[src/design/soe_pkg.sv]
package soe_pkg;
	// Machine word width in bits.
	localparam int WORD_W = 16;
	// Width of the serial I/O bit address.
	localparam int SIO_AW = 12;

	// Ten-bit opcodes of the single-operand group.
	localparam logic [9:0] OP_BRANCH = 10'h011;
	localparam logic [9:0] OP_CALL_LINK = 10'h01A;
	localparam logic [9:0] OP_CTX_CALL = 10'h010;
	localparam logic [9:0] OP_ZERO = 10'h013;
	localparam logic [9:0] OP_ONES = 10'h01C;
	localparam logic [9:0] OP_INV = 10'h015;
	localparam logic [9:0] OP_NEG = 10'h014;
	localparam logic [9:0] OP_ABS = 10'h01D;
	localparam logic [9:0] OP_SWAP = 10'h01B;
	localparam logic [9:0] OP_INC = 10'h016;
	localparam logic [9:0] OP_ADD_TWO_OP = 10'h017;
	localparam logic [9:0] OP_DEC = 10'h018;
	localparam logic [9:0] OP_SUB_TWO_OP = 10'h019;
	localparam logic [9:0] OP_EXEC = 10'h012;
	// Six-bit opcodes of the multi-bit serial group.
	localparam logic [5:0] OP_SOUT = 6'h0C;
	localparam logic [5:0] OP_SIN = 6'h0D;
	// Eight-bit opcodes of the single-bit serial group.
	localparam logic [7:0] OP_BSET = 8'h1D;
	localparam logic [7:0] OP_BCLR = 8'h1E;
	localparam logic [7:0] OP_BTEST = 8'h1F;

	// Source addressing modes.
	localparam logic [1:0] TS_REG = 2'h0;
	localparam logic [1:0] TS_IND = 2'h1;
	localparam logic [1:0] TS_IDX = 2'h2;
	localparam logic [1:0] TS_INC = 2'h3;

	// Workspace register numbers with a fixed role.
	localparam logic [3:0] LINK_REG = 4'hB;
	localparam logic [3:0] IO_BASE_REG = 4'hC;
	localparam logic [3:0] CTX_WP_REG = 4'hD;
	localparam logic [3:0] CTX_PC_REG = 4'hE;
	localparam logic [3:0] CTX_ST_REG = 4'hF;
	// Bits of the base register that hold the serial base address.
	localparam int IOB_MSB = 12;
	localparam int IOB_LSB = 1;

	// Flag word bit positions; flag 0 is the most significant bit.
	localparam int ST_LGT = 15;
	localparam int ST_AGT = 14;
	localparam int ST_EQ = 13;
	localparam int ST_CY = 12;
	localparam int ST_OV = 11;
	localparam int ST_PAR = 10;

	// Constants used by the arithmetic, the serial counter and the memory requests.
	localparam logic [15:0] ONES_WORD = 16'hFFFF;
	localparam logic [15:0] MIN_NEG = 16'h8000;
	localparam logic [15:0] STEP_ONE = 16'h0001;
	localparam logic [15:0] STEP_TWO = 16'h0002;
	localparam logic [15:0] CTX_PC_OFS = 16'h0002;
	localparam logic [4:0] BYTE_MAX_CNT = 5'h08;
	localparam logic [4:0] FULL_CNT = 5'h10;
	localparam logic [1:0] BE_WORD = 2'h3;
	localparam logic [1:0] BE_HI = 2'h2;
	localparam logic [1:0] BE_LO = 2'h1;

	// Instruction layouts, most significant field first.
	typedef struct packed {
		logic [9:0] op;
		logic [1:0] ts;
		logic [3:0] sreg;
	} soe_one_s;
	typedef struct packed {
		logic [5:0] op;
		logic [3:0] cnt;
		logic [1:0] ts;
		logic [3:0] sreg;
	} soe_multi_s;
	typedef struct packed {
		logic [7:0] op;
		logic [7:0] disp;
	} soe_bit_s;

	// Processor context handed in at start and back at done.
	typedef struct packed {
		logic [15:0] pc;
		logic [15:0] wp;
		logic [15:0] st;
	} soe_ctx_s;
	// Memory request; be[1] selects the even (upper) byte.
	typedef struct packed {
		logic req;
		logic we;
		logic [1:0] be;
		logic [15:0] addr;
		logic [15:0] wdata;
	} soe_mem_s;
	// Serial bit-space access.
	typedef struct packed {
		logic we;
		logic rd;
		logic dout;
		logic [SIO_AW-1:0] addr;
	} soe_sio_s;
endpackage

[src/design/soe_exec.sv]
`timescale 1ns/1ns
// Notes on behaviour
// - Operand location from mode and register fields.
// - Modes: register, indirect, indexed, post-increment.
// - Call saves PC in link register.
// - Context call loads WP, then PC.
// - Old WP, PC, flags into new registers.
// - No interrupt sampling after context call.
// - Magnitude: flags from original, magnitude written.
// - Byte exchange in place, flags untouched.
// - Execute runs the word at operand address.
// - Extra words of executed op from PC.
// - No fetch flag on execute target read.
// - Count field zero means sixteen bits.
// - Serial start from base register bits.
// - Bits one by one; base register untouched.
// - Byte operand for counts one to eight.
// - Post-increment by one or two.
// - Serial out LSB first, flags from operand.
// - Serial in from LSB, rest zeroed.
// - Parity only for counts one to eight.
// - Single bit: base plus signed displacement.
// - Bit set drives one, clear drives zero.
// - Bit test copies input bit to equal.
module soe_exec import soe_pkg::*; #(
	parameter int DATA_W = 16
) (
	input wire logic ref_clk_i,
	input wire logic resetn_i,
	input wire logic start_i,
	input wire logic [15:0] instr_i,
	input wire soe_ctx_s ctx_i,
	input wire logic [15:0] mem_rdata_i,
	input wire logic mem_ack_i,
	input wire logic sio_din_i,
	output soe_ctx_s ctx_o,
	output logic done_o,
	output logic busy_o,
	output logic irq_sample_ok_o,
	output logic fetch_cycle_flag_o,
	output soe_mem_s mem_o,
	output soe_sio_s sio_o
);
	// The datapath is written for one word width only.
	if (DATA_W != WORD_W) begin : g_chk
		$error("soe_exec: DATA_W must equal the package word width.");
	end

	typedef enum logic [4:0] {
		S_IDLE, S_DEC, S_REG, S_IDX, S_INCW, S_OPER, S_RD, S_WR,
		S_LINK, S_BW_WP, S_BW_PC, S_BW_R13, S_BW_R14, S_BW_R15,
		S_XFETCH, S_IOB, S_BIT, S_BITW, S_SIO, S_DONE
	} soe_state_e;

	soe_state_e state, next_state; // Sequencer state.
	logic [15:0] ir, next_ir; // Instruction being executed.
	soe_ctx_s ctx, next_ctx; // Working copy of PC, WP and flags.
	logic [15:0] addr, next_addr; // Resolved operand address.
	logic [15:0] regv, next_regv; // Register value or new PC.
	logic [15:0] nwp, next_nwp; // Context being switched to.
	logic [15:0] opnd, next_opnd; // Operand or result value.
	logic [4:0] cnt, next_cnt; // Bits to move.
	logic [4:0] bitn, next_bitn; // Bits issued so far.
	logic done, next_done; // End of instruction pulse.
	logic irq_ok, next_irq_ok; // Interrupt may be sampled.
	soe_mem_s mem, next_mem; // Registered memory request.
	soe_sio_s sio, next_sio; // Registered serial access.

	// Decoded views of the instruction register.
	soe_one_s f1;
	soe_multi_s fm;
	soe_bit_s fb;
	logic is_multi, is_bit, byte_mode;
	assign f1 = ir;
	assign fm = ir;
	assign fb = ir;
	assign is_multi = (fm.op == OP_SOUT) || (fm.op == OP_SIN);
	assign is_bit = (fb.op == OP_BSET) || (fb.op == OP_BCLR) ||
		(fb.op == OP_BTEST);
	// Byte operand only for short multi-bit counts.
	assign byte_mode = is_multi && (cnt <= BYTE_MAX_CNT);

	// Byte address of a workspace register for the given workspace pointer.
	function automatic logic [15:0] reg_addr(input logic [15:0] wp,
		input logic [3:0] r);
		reg_addr = wp + {11'h000, r, 1'b0};
	endfunction

	// Builds one memory request.
	function automatic soe_mem_s cmd(input logic we,
		input logic [15:0] a, input logic [15:0] d, input logic [1:0] be);
		cmd = '{req: 1'b1, we: we, be: be, addr: a, wdata: d};
	endfunction

	// Operand write, narrowed to one byte lane in byte mode.
	function automatic soe_mem_s op_write(input logic [15:0] a,
		input logic [15:0] v, input logic bm);
		if (bm) begin
			op_write = cmd(1'b1, a, {v[7:0], v[7:0]},
				a[0] ? BE_LO : BE_HI);
		end else begin
			op_write = cmd(1'b1, a, v, BE_WORD);
		end
	endfunction

	// Flags 0 to 2 from comparing a value with zero.
	function automatic logic [15:0] cmp0(input logic [15:0] st,
		input logic [15:0] v);
		cmp0 = st;
		cmp0[ST_LGT] = (v != 16'h0000);
		cmp0[ST_AGT] = !v[15] && (v != 16'h0000);
		cmp0[ST_EQ] = (v == 16'h0000);
	endfunction

	// Flags for a serial operand; parity only in byte mode.
	function automatic logic [15:0] sio_flags(input logic [15:0] st,
		input logic [15:0] v, input logic bm);
		if (bm) begin
			sio_flags = cmp0(st, {v[7:0], 8'h00});
			sio_flags[ST_PAR] = ^v[7:0];
		end else begin
			sio_flags = cmp0(st, v);
		end
	endfunction

	// Next-state logic for the whole sequencer.
	always_comb begin
		logic [15:0] v;
		logic [16:0] sum;
		logic [15:0] k;
		v = 16'h0000;
		sum = 17'h00000;
		k = 16'h0000;
		next_state = state;
		next_ir = ir;
		next_ctx = ctx;
		next_addr = addr;
		next_regv = regv;
		next_nwp = nwp;
		next_opnd = opnd;
		next_cnt = cnt;
		next_bitn = bitn;
		next_done = 1'b0;
		next_irq_ok = irq_ok;
		// A request ends on its acknowledge unless a new one follows.
		next_mem = mem;
		next_mem.req = mem.req && !mem_ack_i;
		// Serial strobes last one cycle; the address holds.
		next_sio = sio;
		next_sio.we = 1'b0;
		next_sio.rd = 1'b0;
		case (state)
			S_IDLE: begin
				if (start_i) begin
					next_ir = instr_i;
					next_ctx = ctx_i;
					next_irq_ok = 1'b1;
					next_state = S_DEC;
				end
			end
			S_DEC: begin
				// Count field zero stands for a full word.
				next_cnt = (fm.cnt == 4'h0) ? FULL_CNT
					: {1'b0, fm.cnt};
				if (is_bit) begin
					next_mem = cmd(1'b0, reg_addr(ctx.wp, IO_BASE_REG),
						16'h0000, BE_WORD);
					next_state = S_IOB;
				end else if (!is_multi && (f1.op < OP_CTX_CALL ||
					f1.op > OP_ABS)) begin
					// Opcodes outside this block finish with no effect.
					next_state = S_DONE;
				end else if (f1.ts == TS_REG) begin
					next_addr = reg_addr(ctx.wp, f1.sreg);
					next_state = S_OPER;
				end else if (f1.ts == TS_IDX && f1.sreg == 4'h0) begin
					// Symbolic: the address word follows at PC.
					next_mem = cmd(1'b0, ctx.pc, 16'h0000, BE_WORD);
					next_state = S_IDX;
				end else begin
					next_mem = cmd(1'b0, reg_addr(ctx.wp, f1.sreg),
						16'h0000, BE_WORD);
					next_state = S_REG;
				end
			end
			S_REG: begin
				if (mem_ack_i) begin
					next_regv = mem_rdata_i;
					next_addr = mem_rdata_i;
					if (f1.ts == TS_IND) begin
						next_state = S_OPER;
					end else if (f1.ts == TS_INC) begin
						// Pointer steps by the operand size.
						k = byte_mode ? STEP_ONE : STEP_TWO;
						next_mem = cmd(1'b1, reg_addr(ctx.wp, f1.sreg),
							mem_rdata_i + k, BE_WORD);
						next_state = S_INCW;
					end else begin
						next_mem = cmd(1'b0, ctx.pc, 16'h0000, BE_WORD);
						next_state = S_IDX;
					end
				end
			end
			S_IDX: begin
				// Index word comes from PC, which then moves on.
				if (mem_ack_i) begin
					next_addr = mem_rdata_i +
						((f1.sreg == 4'h0) ? 16'h0000 : regv);
					next_ctx.pc = ctx.pc + STEP_TWO;
					next_state = S_OPER;
				end
			end
			S_INCW: begin
				if (mem_ack_i) begin
					next_state = S_OPER;
				end
			end
			S_OPER: begin
				if (is_multi) begin
					next_opnd = 16'h0000;
					if (fm.op == OP_SIN) begin
						next_mem = cmd(1'b0, reg_addr(ctx.wp, IO_BASE_REG),
							16'h0000, BE_WORD);
						next_state = S_IOB;
					end else begin
						next_mem = cmd(1'b0, addr, 16'h0000, BE_WORD);
						next_state = S_RD;
					end
				end else begin
					case (f1.op)
						OP_BRANCH: begin
							next_ctx.pc = addr;
							next_state = S_DONE;
						end
						OP_CALL_LINK: begin
							next_mem = cmd(1'b1, reg_addr(ctx.wp, LINK_REG),
								ctx.pc, BE_WORD);
							next_state = S_LINK;
						end
						OP_CTX_CALL: begin
							next_mem = cmd(1'b0, addr, 16'h0000, BE_WORD);
							next_state = S_BW_WP;
						end
						OP_EXEC: begin
							next_mem = cmd(1'b0, addr, 16'h0000, BE_WORD);
							next_state = S_XFETCH;
						end
						OP_ZERO, OP_ONES: begin
							// Plain fills; the old value is not needed.
							next_opnd = (f1.op == OP_ONES) ? ONES_WORD
								: 16'h0000;
							next_mem = op_write(addr, next_opnd, 1'b0);
							next_state = S_WR;
						end
						default: begin
							next_mem = cmd(1'b0, addr, 16'h0000, BE_WORD);
							next_state = S_RD;
						end
					endcase
				end
			end
			S_RD: begin
				if (mem_ack_i) begin
					v = mem_rdata_i;
					if (byte_mode) begin
						v = {8'h00, addr[0] ? v[7:0] : v[15:8]};
					end
					if (is_multi) begin
						// Serial out: flags from the operand itself.
						next_opnd = v;
						next_ctx.st = sio_flags(ctx.st, v,
							byte_mode);
						next_mem = cmd(1'b0, reg_addr(ctx.wp, IO_BASE_REG),
							16'h0000, BE_WORD);
						next_state = S_IOB;
					end else begin
						case (f1.op)
							OP_INV: begin
								next_opnd = ~v;
								next_ctx.st = cmp0(ctx.st, ~v);
							end
							OP_SWAP: begin
								// Flags deliberately left alone.
								next_opnd = {v[7:0], v[15:8]};
							end
							OP_ABS: begin
								// Flags come from the value before the change.
								sum = {1'b0, ~v} + 17'h00001;
								next_opnd = v[15] ? sum[15:0] : v;
								next_ctx.st = cmp0(ctx.st, v);
								next_ctx.st[ST_CY] = v[15] && sum[16];
								next_ctx.st[ST_OV] = (v == MIN_NEG);
							end
							OP_NEG: begin
								sum = {1'b0, ~v} + 17'h00001;
								next_opnd = sum[15:0];
								next_ctx.st = cmp0(ctx.st, sum[15:0]);
								next_ctx.st[ST_CY] = sum[16];
								next_ctx.st[ST_OV] = (v == MIN_NEG);
							end
							default: begin
								// Add or subtract one or two.
								case (f1.op)
									OP_INC: k = STEP_ONE;
									OP_ADD_TWO_OP: k = STEP_TWO;
									OP_DEC: k = ~STEP_ONE + STEP_ONE;
									default: k = ~STEP_TWO + STEP_ONE;
								endcase
								sum = {1'b0, v} + {1'b0, k};
								next_opnd = sum[15:0];
								next_ctx.st = cmp0(ctx.st, sum[15:0]);
								next_ctx.st[ST_CY] = sum[16];
								next_ctx.st[ST_OV] = (v[15] == k[15]) &&
									(sum[15] != v[15]);
							end
						endcase
						next_mem = op_write(addr, next_opnd, 1'b0);
						next_state = S_WR;
					end
				end
			end
			S_WR: begin
				if (mem_ack_i) begin
					next_state = S_DONE;
				end
			end
			S_LINK: begin
				if (mem_ack_i) begin
					next_ctx.pc = addr;
					next_state = S_DONE;
				end
			end
			S_BW_WP: begin
				if (mem_ack_i) begin
					next_nwp = mem_rdata_i;
					next_mem = cmd(1'b0, addr + CTX_PC_OFS, 16'h0000,
						BE_WORD);
					next_state = S_BW_PC;
				end
			end
			S_BW_PC: begin
				if (mem_ack_i) begin
					next_regv = mem_rdata_i;
					next_mem = cmd(1'b1, reg_addr(nwp, CTX_WP_REG), ctx.wp,
						BE_WORD);
					next_state = S_BW_R13;
				end
			end
			S_BW_R13: begin
				if (mem_ack_i) begin
					next_mem = cmd(1'b1, reg_addr(nwp, CTX_PC_REG), ctx.pc,
						BE_WORD);
					next_state = S_BW_R14;
				end
			end
			S_BW_R14: begin
				if (mem_ack_i) begin
					next_mem = cmd(1'b1, reg_addr(nwp, CTX_ST_REG), ctx.st,
						BE_WORD);
					next_state = S_BW_R15;
				end
			end
			S_BW_R15: begin
				if (mem_ack_i) begin
					next_ctx.wp = nwp;
					next_ctx.pc = regv;
					// The next fetch must not be pre-empted.
					next_irq_ok = 1'b0;
					next_state = S_DONE;
				end
			end
			S_XFETCH: begin
				// Target word becomes the instruction; PC stays put.
				if (mem_ack_i) begin
					next_ir = mem_rdata_i;
					next_state = S_DEC;
				end
			end
			S_IOB: begin
				if (mem_ack_i) begin
					if (is_bit) begin
						next_sio.addr = mem_rdata_i[IOB_MSB:IOB_LSB] +
							{{4{fb.disp[7]}}, fb.disp};
						next_state = S_BIT;
					end else begin
						next_sio.addr =
							mem_rdata_i[IOB_MSB:IOB_LSB];
						next_bitn = 5'h00;
						next_state = S_SIO;
					end
				end
			end
			S_BIT: begin
				if (fb.op == OP_BTEST) begin
					next_sio.rd = 1'b1;
				end else begin
					next_sio.we = 1'b1;
					next_sio.dout = (fb.op == OP_BSET);
				end
				next_state = S_BITW;
			end
			S_BITW: begin
				// Input sampled while the read strobe is out.
				if (sio.rd) begin
					next_ctx.st[ST_EQ] = sio_din_i;
				end
				next_state = S_DONE;
			end
			S_SIO: begin
				// One bit per cycle; the copy of the base advances.
				v = opnd;
				if (sio.rd) begin
					v[4'(bitn - 5'h01)] = sio_din_i;
				end
				next_opnd = v;
				if (bitn != cnt) begin
					next_sio.addr = sio.addr + ((bitn != 5'h00)
						? 12'h001 : 12'h000);
					next_sio.we = (fm.op == OP_SOUT);
					next_sio.rd = (fm.op == OP_SIN);
					next_sio.dout = opnd[4'(bitn)];
					next_bitn = bitn + 5'h01;
				end else if (fm.op == OP_SIN) begin
					// Positions never filled stay zero from S_OPER.
					next_ctx.st = sio_flags(ctx.st, v,
						byte_mode);
					next_mem = op_write(addr, v, byte_mode);
					next_state = S_WR;
				end else begin
					next_state = S_DONE;
				end
			end
			S_DONE: begin
				next_done = 1'b1;
				next_state = S_IDLE;
			end
			default: begin
				next_state = S_IDLE;
			end
		endcase
	end

	// State registers; asynchronous reset to an idle machine.
	always_ff @(posedge ref_clk_i or negedge resetn_i) begin
		if (!resetn_i) begin
			state <= S_IDLE;
			ir <= 16'h0000;
			ctx <= '0;
			addr <= 16'h0000;
			regv <= 16'h0000;
			nwp <= 16'h0000;
			opnd <= 16'h0000;
			cnt <= 5'h00;
			bitn <= 5'h00;
			done <= 1'b0;
			irq_ok <= 1'b1;
			mem <= '0;
			sio <= '0;
		end else begin
			state <= next_state;
			ir <= next_ir;
			ctx <= next_ctx;
			addr <= next_addr;
			regv <= next_regv;
			nwp <= next_nwp;
			opnd <= next_opnd;
			cnt <= next_cnt;
			bitn <= next_bitn;
			done <= next_done;
			irq_ok <= next_irq_ok;
			mem <= next_mem;
			sio <= next_sio;
		end
	end

	// The fetch flag stays low, even when this block reads the execute target word into the instruction register.
	assign fetch_cycle_flag_o = 1'b0;
	assign ctx_o = ctx;
	assign done_o = done;
	assign busy_o = (state != S_IDLE);
	assign irq_sample_ok_o = irq_ok;
	assign mem_o = mem;
	assign sio_o = sio;
endmodule

[config.mk]
export PLATFORM = sky130hd
export DESIGN_NAME = soe_exec
export DESIGN_NICKNAME = d
export VERILOG_FILES = /design/src/design/soe_pkg.sv /design/src/design/soe_exec.sv
export SDC_FILE = /design/constraint.sdc
export NUM_CORES = 1
export LEC_CHECK = 0
export BUFFER_PORTS_ARGS = -buffer_cell sky130_fd_sc_hd__buf_2
export CAP_MARGIN = 20
export CORE_MARGIN = 5
export CORE_UTILIZATION = 45
export DETAILED_ROUTE_END_ITERATION = 10
export HOLD_SLACK_MARGIN = 0.15
export PLACE_DENSITY = 0.64
export SLEW_MARGIN = 30
export SYNTH_ARGS = -nofsm -noshare
export SYNTH_HDL_FRONTEND = slang
export SYNTH_SLANG_ARGS = --single-unit
[constraint.sdc]
create_clock -name ref_clk_i -period 4.2 [get_ports ref_clk_i]
set_input_delay 0.63 -clock ref_clk_i [delete_from_list [all_inputs] [get_ports ref_clk_i]]
set_output_delay 0.63 -clock ref_clk_i [all_outputs]
set_load 0.03 [all_outputs]
Yosys cells after proc, flatten, opt, wreduce, memory -nomap -nowiden
Cells that the tools add are included.
Storage, ports and cells
  register bits: 196
  bits in latches: 0
  bits in writable memories: 0
  bits in read-only memories: 0
  output and inout port bits: 103
  memories: 0
Operators by class
  add/subtract/negate cells: 16
  $mul: 0
  div/mod/pow operators: 0
  magnitude comparators: 6
  eq/ne operators: 81
  shift operators: 0
  multiplexer cells: 117
  bitwise operators: 3
  reduce and logical (&&, ||, !) cells: 82
Operator list (count)
  two-way mux 16 bit: 32
  two-way mux 36 bit: 13
  case mux 36 bit (9 select lines): 1
  case mux 16 bit (3 select lines): 3
  == test 10 x 5 -> 1 bit, second input constant: 13
  case mux 16 bit (4 select lines): 2
  case mux 36 bit (3 select lines): 1
  two-way mux 5 bit: 20
  two-way mux 32 bit: 3
  adder 16 x 5 -> 16 bit, second input constant: 5
  logical NOT 16 bit: 5
  case mux 16 bit (5 select lines): 1
  case mux 5 bit (16 select lines): 1
  nonzero test 16 bit: 5
  two-way mux 35 bit: 2
  case mux 16 bit (2 select lines): 2
  inequality test 2 bit, second input constant: 29
  two-way mux 48 bit: 1
  == test 5 x 4 -> 1 bit, second input constant: 8
  case mux 13 bit (3 select lines): 1
  two-way mux 34 bit: 1
  adder 16 x 2 -> 16 bit, second input constant: 2
  case mux 5 bit (5 select lines): 1
  == test 8 x 5 -> 1 bit, second input constant: 3
  other kinds (71): 150

Longest topological paths before layout
  depth after elaboration: 14
  depth in mapped cells: 22
  mapped depth without buffers: 20

Worst setup path before layout
OpenSTA, ideal clock, no wires.
  path type: flip-flop to flip-flop
  start: register ir[15], in the netlist f1[15]
  end: register ctx (netlist bit ctx_o[15])
  library setup time: 125 ps
  arrival time: 4381 ps
  setup slack: -305 ps
  cell stages (with the launch flop): 22
  buffers on the path: 3
  cell sequence: dfrtp_1 or2_1 or4_1 buf_2 buf_1 nand2_1 inv_1 ha_1 clkbuf_1 a21oi_1 o21ai_0 a22oi_1 a31oi_1 o21ai_1 o311ai_1 a2111o_1 nor4_1 nand4_1 nor4_2 a31o_1 o22ai_1 mux2_2
On the way
  longest elaborated chain between the ends: 13
  elaborated cells on any way between the ends: 38
  those cells by class: 2 x add/sub; 11 x eq/ne; 16 x mux; 1 x bitwise; 8 x reduce/logical
Ends and longest elaborated chain
  start, declared: RTL line soe_exec.sv:56  | logic [15:0] ir, next_ir;
  start signal, assigned: RTL line soe_exec.sv:461  | ir <= next_ir;
  parallel branches: the longest is 13 deep, another holds adder 16 x 16 -> 17 bit
  end signal, assigned: RTL line soe_exec.sv:462  | ctx <= next_ctx;
  end, declared: RTL line soe_exec.sv:57  | soe_ctx_s ctx, next_ctx;
Several ways; the timed one is not identified. The select of a mux whose other input is x is not followed.
A chain may end at the register's enable or synchronous reset.

Worst setup path after layout
  start: register cnt[2]
  end: register ctx (netlist bit ctx_o[15])
On the way
  longest elaborated chain between the ends: 12
  elaborated cells on any way between the ends: 24
  those cells by class: 2 x add/sub; 1 x order compare; 2 x eq/ne; 11 x mux; 1 x bitwise; 7 x reduce/logical
Ends and longest elaborated chain
  start, declared: RTL line soe_exec.sv:62  | logic [4:0] cnt, next_cnt;
  start signal, assigned: RTL line soe_exec.sv:467  | cnt <= next_cnt;
  <= comparator 5 x 4 -> 1 bit: RTL line soe_exec.sv:81  | assign byte_mode = is_multi && (cnt <= BYTE_MAX_CNT);
  logical AND 1 bit: RTL line soe_exec.sv:81
  two-way mux 16 bit: RTL line soe_exec.sv:265  | if (byte_mode) begin
  two-way mux 16 bit: RTL line soe_exec.sv:263  | if (mem_ack_i) begin
  two-way mux 16 bit: RTL line soe_exec.sv:152  | case (state)
  inverter 16 bit: RTL line soe_exec.sv:280, soe_exec.sv:295
  adder 16 x 1 -> 17 bit: RTL line soe_exec.sv:295  | sum = {1'b0, ~v} + 17'h00001;
  nonzero test 16 bit: RTL line soe_exec.sv:110  | cmp0[ST_LGT] = (v != 16'h0000);
  case mux 16 bit (4 select lines): RTL line soe_exec.sv:277  | case (f1.op)
  two-way mux 16 bit: RTL line soe_exec.sv:268  | if (is_multi) begin
  two-way mux 16 bit: RTL line soe_exec.sv:263
  case mux 2 bit (3 select lines): RTL line soe_exec.sv:152
Parallel ways exist; a longest one is shown, timed or not. The select of a mux whose other input is x is not followed.

==> results.md <==
* Vias in the first global route at 21200
* Yosys top cell area share at 26.4%
* Most instantiated cells after synthesis: 305 x nand2_1, 284 x nor2_1, 233 x a21oi_1
* Synth area leader: dfrtp_1
* Cts hold-fix bufs at 0
* CTS Buf Count at 17
* Clock power frac at 11.4%
* Max Slew Vio Count at 0
* Critical Path Slowest Stage Cell: or4_4
* Min-delay worst type: in -> async
* Die ar. at 45300 um^2
* Failing checks: setup timing
* Power Density at 731 nW/um^2
* Dpl cells at 3276
* Area grow syn2layout at 20.7%
* Seq pwr share at 26.4%
* Yosys warnings at 0
* Leakage power at 9.89 nW
* Buf/Inv on CP at 2
* Remaining global-route overflow at 0
* Yosys reg bits at 196
* Largest net degree at the start of global routing at 88
* First-pass GRT wire length at 142000 um
* Post-synthesis net count at 2642
* Post-Syn Area at 18500 um^2
* Slowest stage delay, CP at 0.50 ns
* Worst Skew at 0.0160 ns
* Slew margin rel. at 34.6%
* DR vias/cell at 6.84
* CTS H-tree depth at 4
* Synth area leaders: dfrtp_1 26%, a21oi_1 6.3%, nand2_1 6.2%
* Share of cells above drive strength 1 at 21.7%
* Worst IR drop on VDD at 0.500 mV
* Combinational power share at 62.3%
* Vias at 22700
* Hold Vio Cnt, Final at 0
* Fin crit share at 106%
* Antenna-violating nets left at 0
* Maximum clock path buffer count at 2
* GPL Wtd Cong at 1.08
* CP delay by family, top: compound AO/OA/AOI/OAI gates
* Startpoint types: flop
* Std cell rows at 74
* Critical path arrival at 4.85 ns
* CTS Root Cell: clkbuf_16
* FMAX at 225 MHz
* Top FF cell, synth: dfrtp_1
* Setup violations, final at 3
* 1st-pass router iterations at 9
* # IOs at 188
* Post-Layout Cell Count at 3320
* Die height at 213 um
* GRT Total Usage at 42.3%
* CP cell instances: o31a_1, or4_4, nand2_2, inv_1, ha_1, nand2_1, o21ai_0, a22oi_1, a31oi_1, o21ai_2, and3_1, a2111o_1, nor4_1, nand4_1, nor4_2, buf_4, a31o_1, o22ai_1, mux2_2
* Crit. End Element: flop
* DRC at 0
* Core Util, Final at 54.8%
* Ys async rst share at 100%
* Skew-Pair Late Insertion Delay at 0.52 ns
* Clock slew seen by the registers of the worst setup and hold paths at 0.09 ns
* Final Critical Period at 4.44 ns
* Number of enable flip-flop cells after synthesis at 0
* Core area at 40700 um^2
* Post-synth cell types at 89
* Syn avg cell area at 7.46 um^2
* Final wirelength at 98100 um
* PortBufs at 186
* Max FO, Critical Path at 4
* WL/cell at 29.5 um
* NetSw at 0.00897 W
* Top-count cell post-synth: nand2_1
* Critical path data required time at 4.61 ns
* Initial antenna violation count at 4
* Slew @ Worst Pin at 0.979 ns
* MaxCap Viol Count at 0
* Setup CP Type: reg -> reg
* Initial DRC count at 4003
* Hpwl dp at 76200 um
* Clk sinks at 196
* Seq/Total Area, Yosys at 26.5%
* Final net count at 2935
* Starting Density at 45.4%
* Syn Inst Count at 2481
* Die X-Extent at 213 um
* Setup slack after layout at -0.237 ns
* Outcome: finished, violations left
* CTS tree: done
* Cell-internal power at 0.00736 W
* RSZ-0062 raised after global routing: true
* Sw frac at 55.0%
metrics by stage:
stage / area, um^2 / total power, W / setup TNS (ns) / hold slack, ns / setup slack (ns)
6_report: 22300 / 0.0163 / -0.496 / 0.192 / -0.237
5_1_grt: 22300 / 0.0171 / -1.09 / 0.249 / -0.386
4_1_cts: 22200 / 0.0159 / -0.365 / 0.200 / -0.191
3_5_place_dp: 21500 / 0.0140 / -0.716 / 0.475 / -0.345
3_3_place_gp: 21500 / 0.0138 / -0.460 / 0.475 / -0.254
2_1_floorplan: 18600 / 0.00994 / -0.0896 / 0.334 / -0.0896
registers in the layout, indices dropped and copies added (netlist names), 15 cells and up:
name	cells
mem_o	36
nwp	16
opnd	16
f1	16
sio_o	15
ctx_o	48
regv	16
addr	16
final cells by class:
type | count | area, um^2
tap | 532 | 666
timing repair buffer | 460 | 3050
multi-input combinational | 2032 | 12800
sequential | 196 | 4910
clock buffer | 18 | 439
fill | 3988 | 18400
clock inverter | 14 | 186
inverter | 67 | 253
antenna | 1 | 2.50
cell families (layout without fill, tap and decap cells):
| family | after synthesis | count (layout) | share of synthesized area, % |
|---|---|---|---|
| flops | 196 | 196 | 26.5 |
| fa+ha+maj | 76 | 76 | 5.30 |
| mux | 105 | 105 | 6.30 |
| other cells | 1 | 2 | 0.0203 |
| xor+xnor | 128 | 128 | 6.06 |
| compound gates | 827 | 827 | 28.7 |
| simple gates | 895 | 895 | 21.8 |
| buf+inv | 253 | 559 | 5.29 |
timing repair:
item / in CTS / in global routing
resized for setup: 6 / 30
pin swaps: 6 / 19
cloned: 0 / 0
setup endpoints to repair: 3 / 14
buffers inserted: 4 / 7
metal layers:
metal	vias to the layer above	wire, um	track usage [%]	share of wire, %
li1	9718	-	-	-
met1	10900	39300	59.3	40
met2	1765	40100	59.5	41
met3	313	13900	14.2	14
met4	2	4730	17.6	4.8
met5	-	8	0	0.0082
final timing paths:
path / end / cells past startpoint / from / slack [ns]
max: ctx_o[15] / 19 / cnt[2] / -0.24
min: regv[6] / 1 / resetn_i / 0.19
max reg2reg: ctx_o[15] / 19 / cnt[2] / -0.24
min reg2reg: irq_sample_ok_o / 2 / irq_sample_ok_o / 0.49
max in group asynchronous: addr[7] / 2 / resetn_i / 3.08
min in group ref_clk_i: ctx_o[5] / 2 / ctx_i[5] / 0.34
cells in the final DEF, fill, tap and decap left out, types with 17 or more instances in the layout:
| cell | instances |
|---|---|
| a211oi_1 | 23 |
| a21o_1 | 18 |
| a21oi_1 | 227 |
| a221oi_1 | 29 |
| a222oi_1 | 29 |
| a22oi_1 | 19 |
| a31oi_1 | 46 |
| and3_1 | 37 |
| buf_2 | 185 |
| buf_4 | 270 |
| clkbuf_16 | 17 |
| dfrtp_1 | 194 |
| ha_1 | 70 |
| inv_1 | 60 |
| mux2_2 | 42 |
| mux2i_1 | 58 |
| nand2_1 | 301 |
| nand3_1 | 82 |
| nand4_1 | 27 |
| nor2_1 | 277 |
| nor2b_1 | 30 |
| nor3_1 | 50 |
| o211ai_1 | 17 |
| o21ai_0 | 198 |
| o221ai_1 | 27 |
| o22ai_1 | 34 |
| xnor2_1 | 92 |
| xor2_1 | 34 |
power groups by stage:
| stage | logic, W | registers (W) | clock network (W) |
|---|---|---|---|
| floorplan | 0.00574 | 0.00420 | 0 |
| global placement | 0.00960 | 0.00419 | 0 |
| detailed placement | 0.00973 | 0.00422 | 0 |
| CTS | 0.00980 | 0.00419 | 0.00186 |
| global route | 0.0108 | 0.00432 | 0.00192 |
| finish | 0.0102 | 0.00430 | 0.00186 |
(Power assumes the default switching activity.)
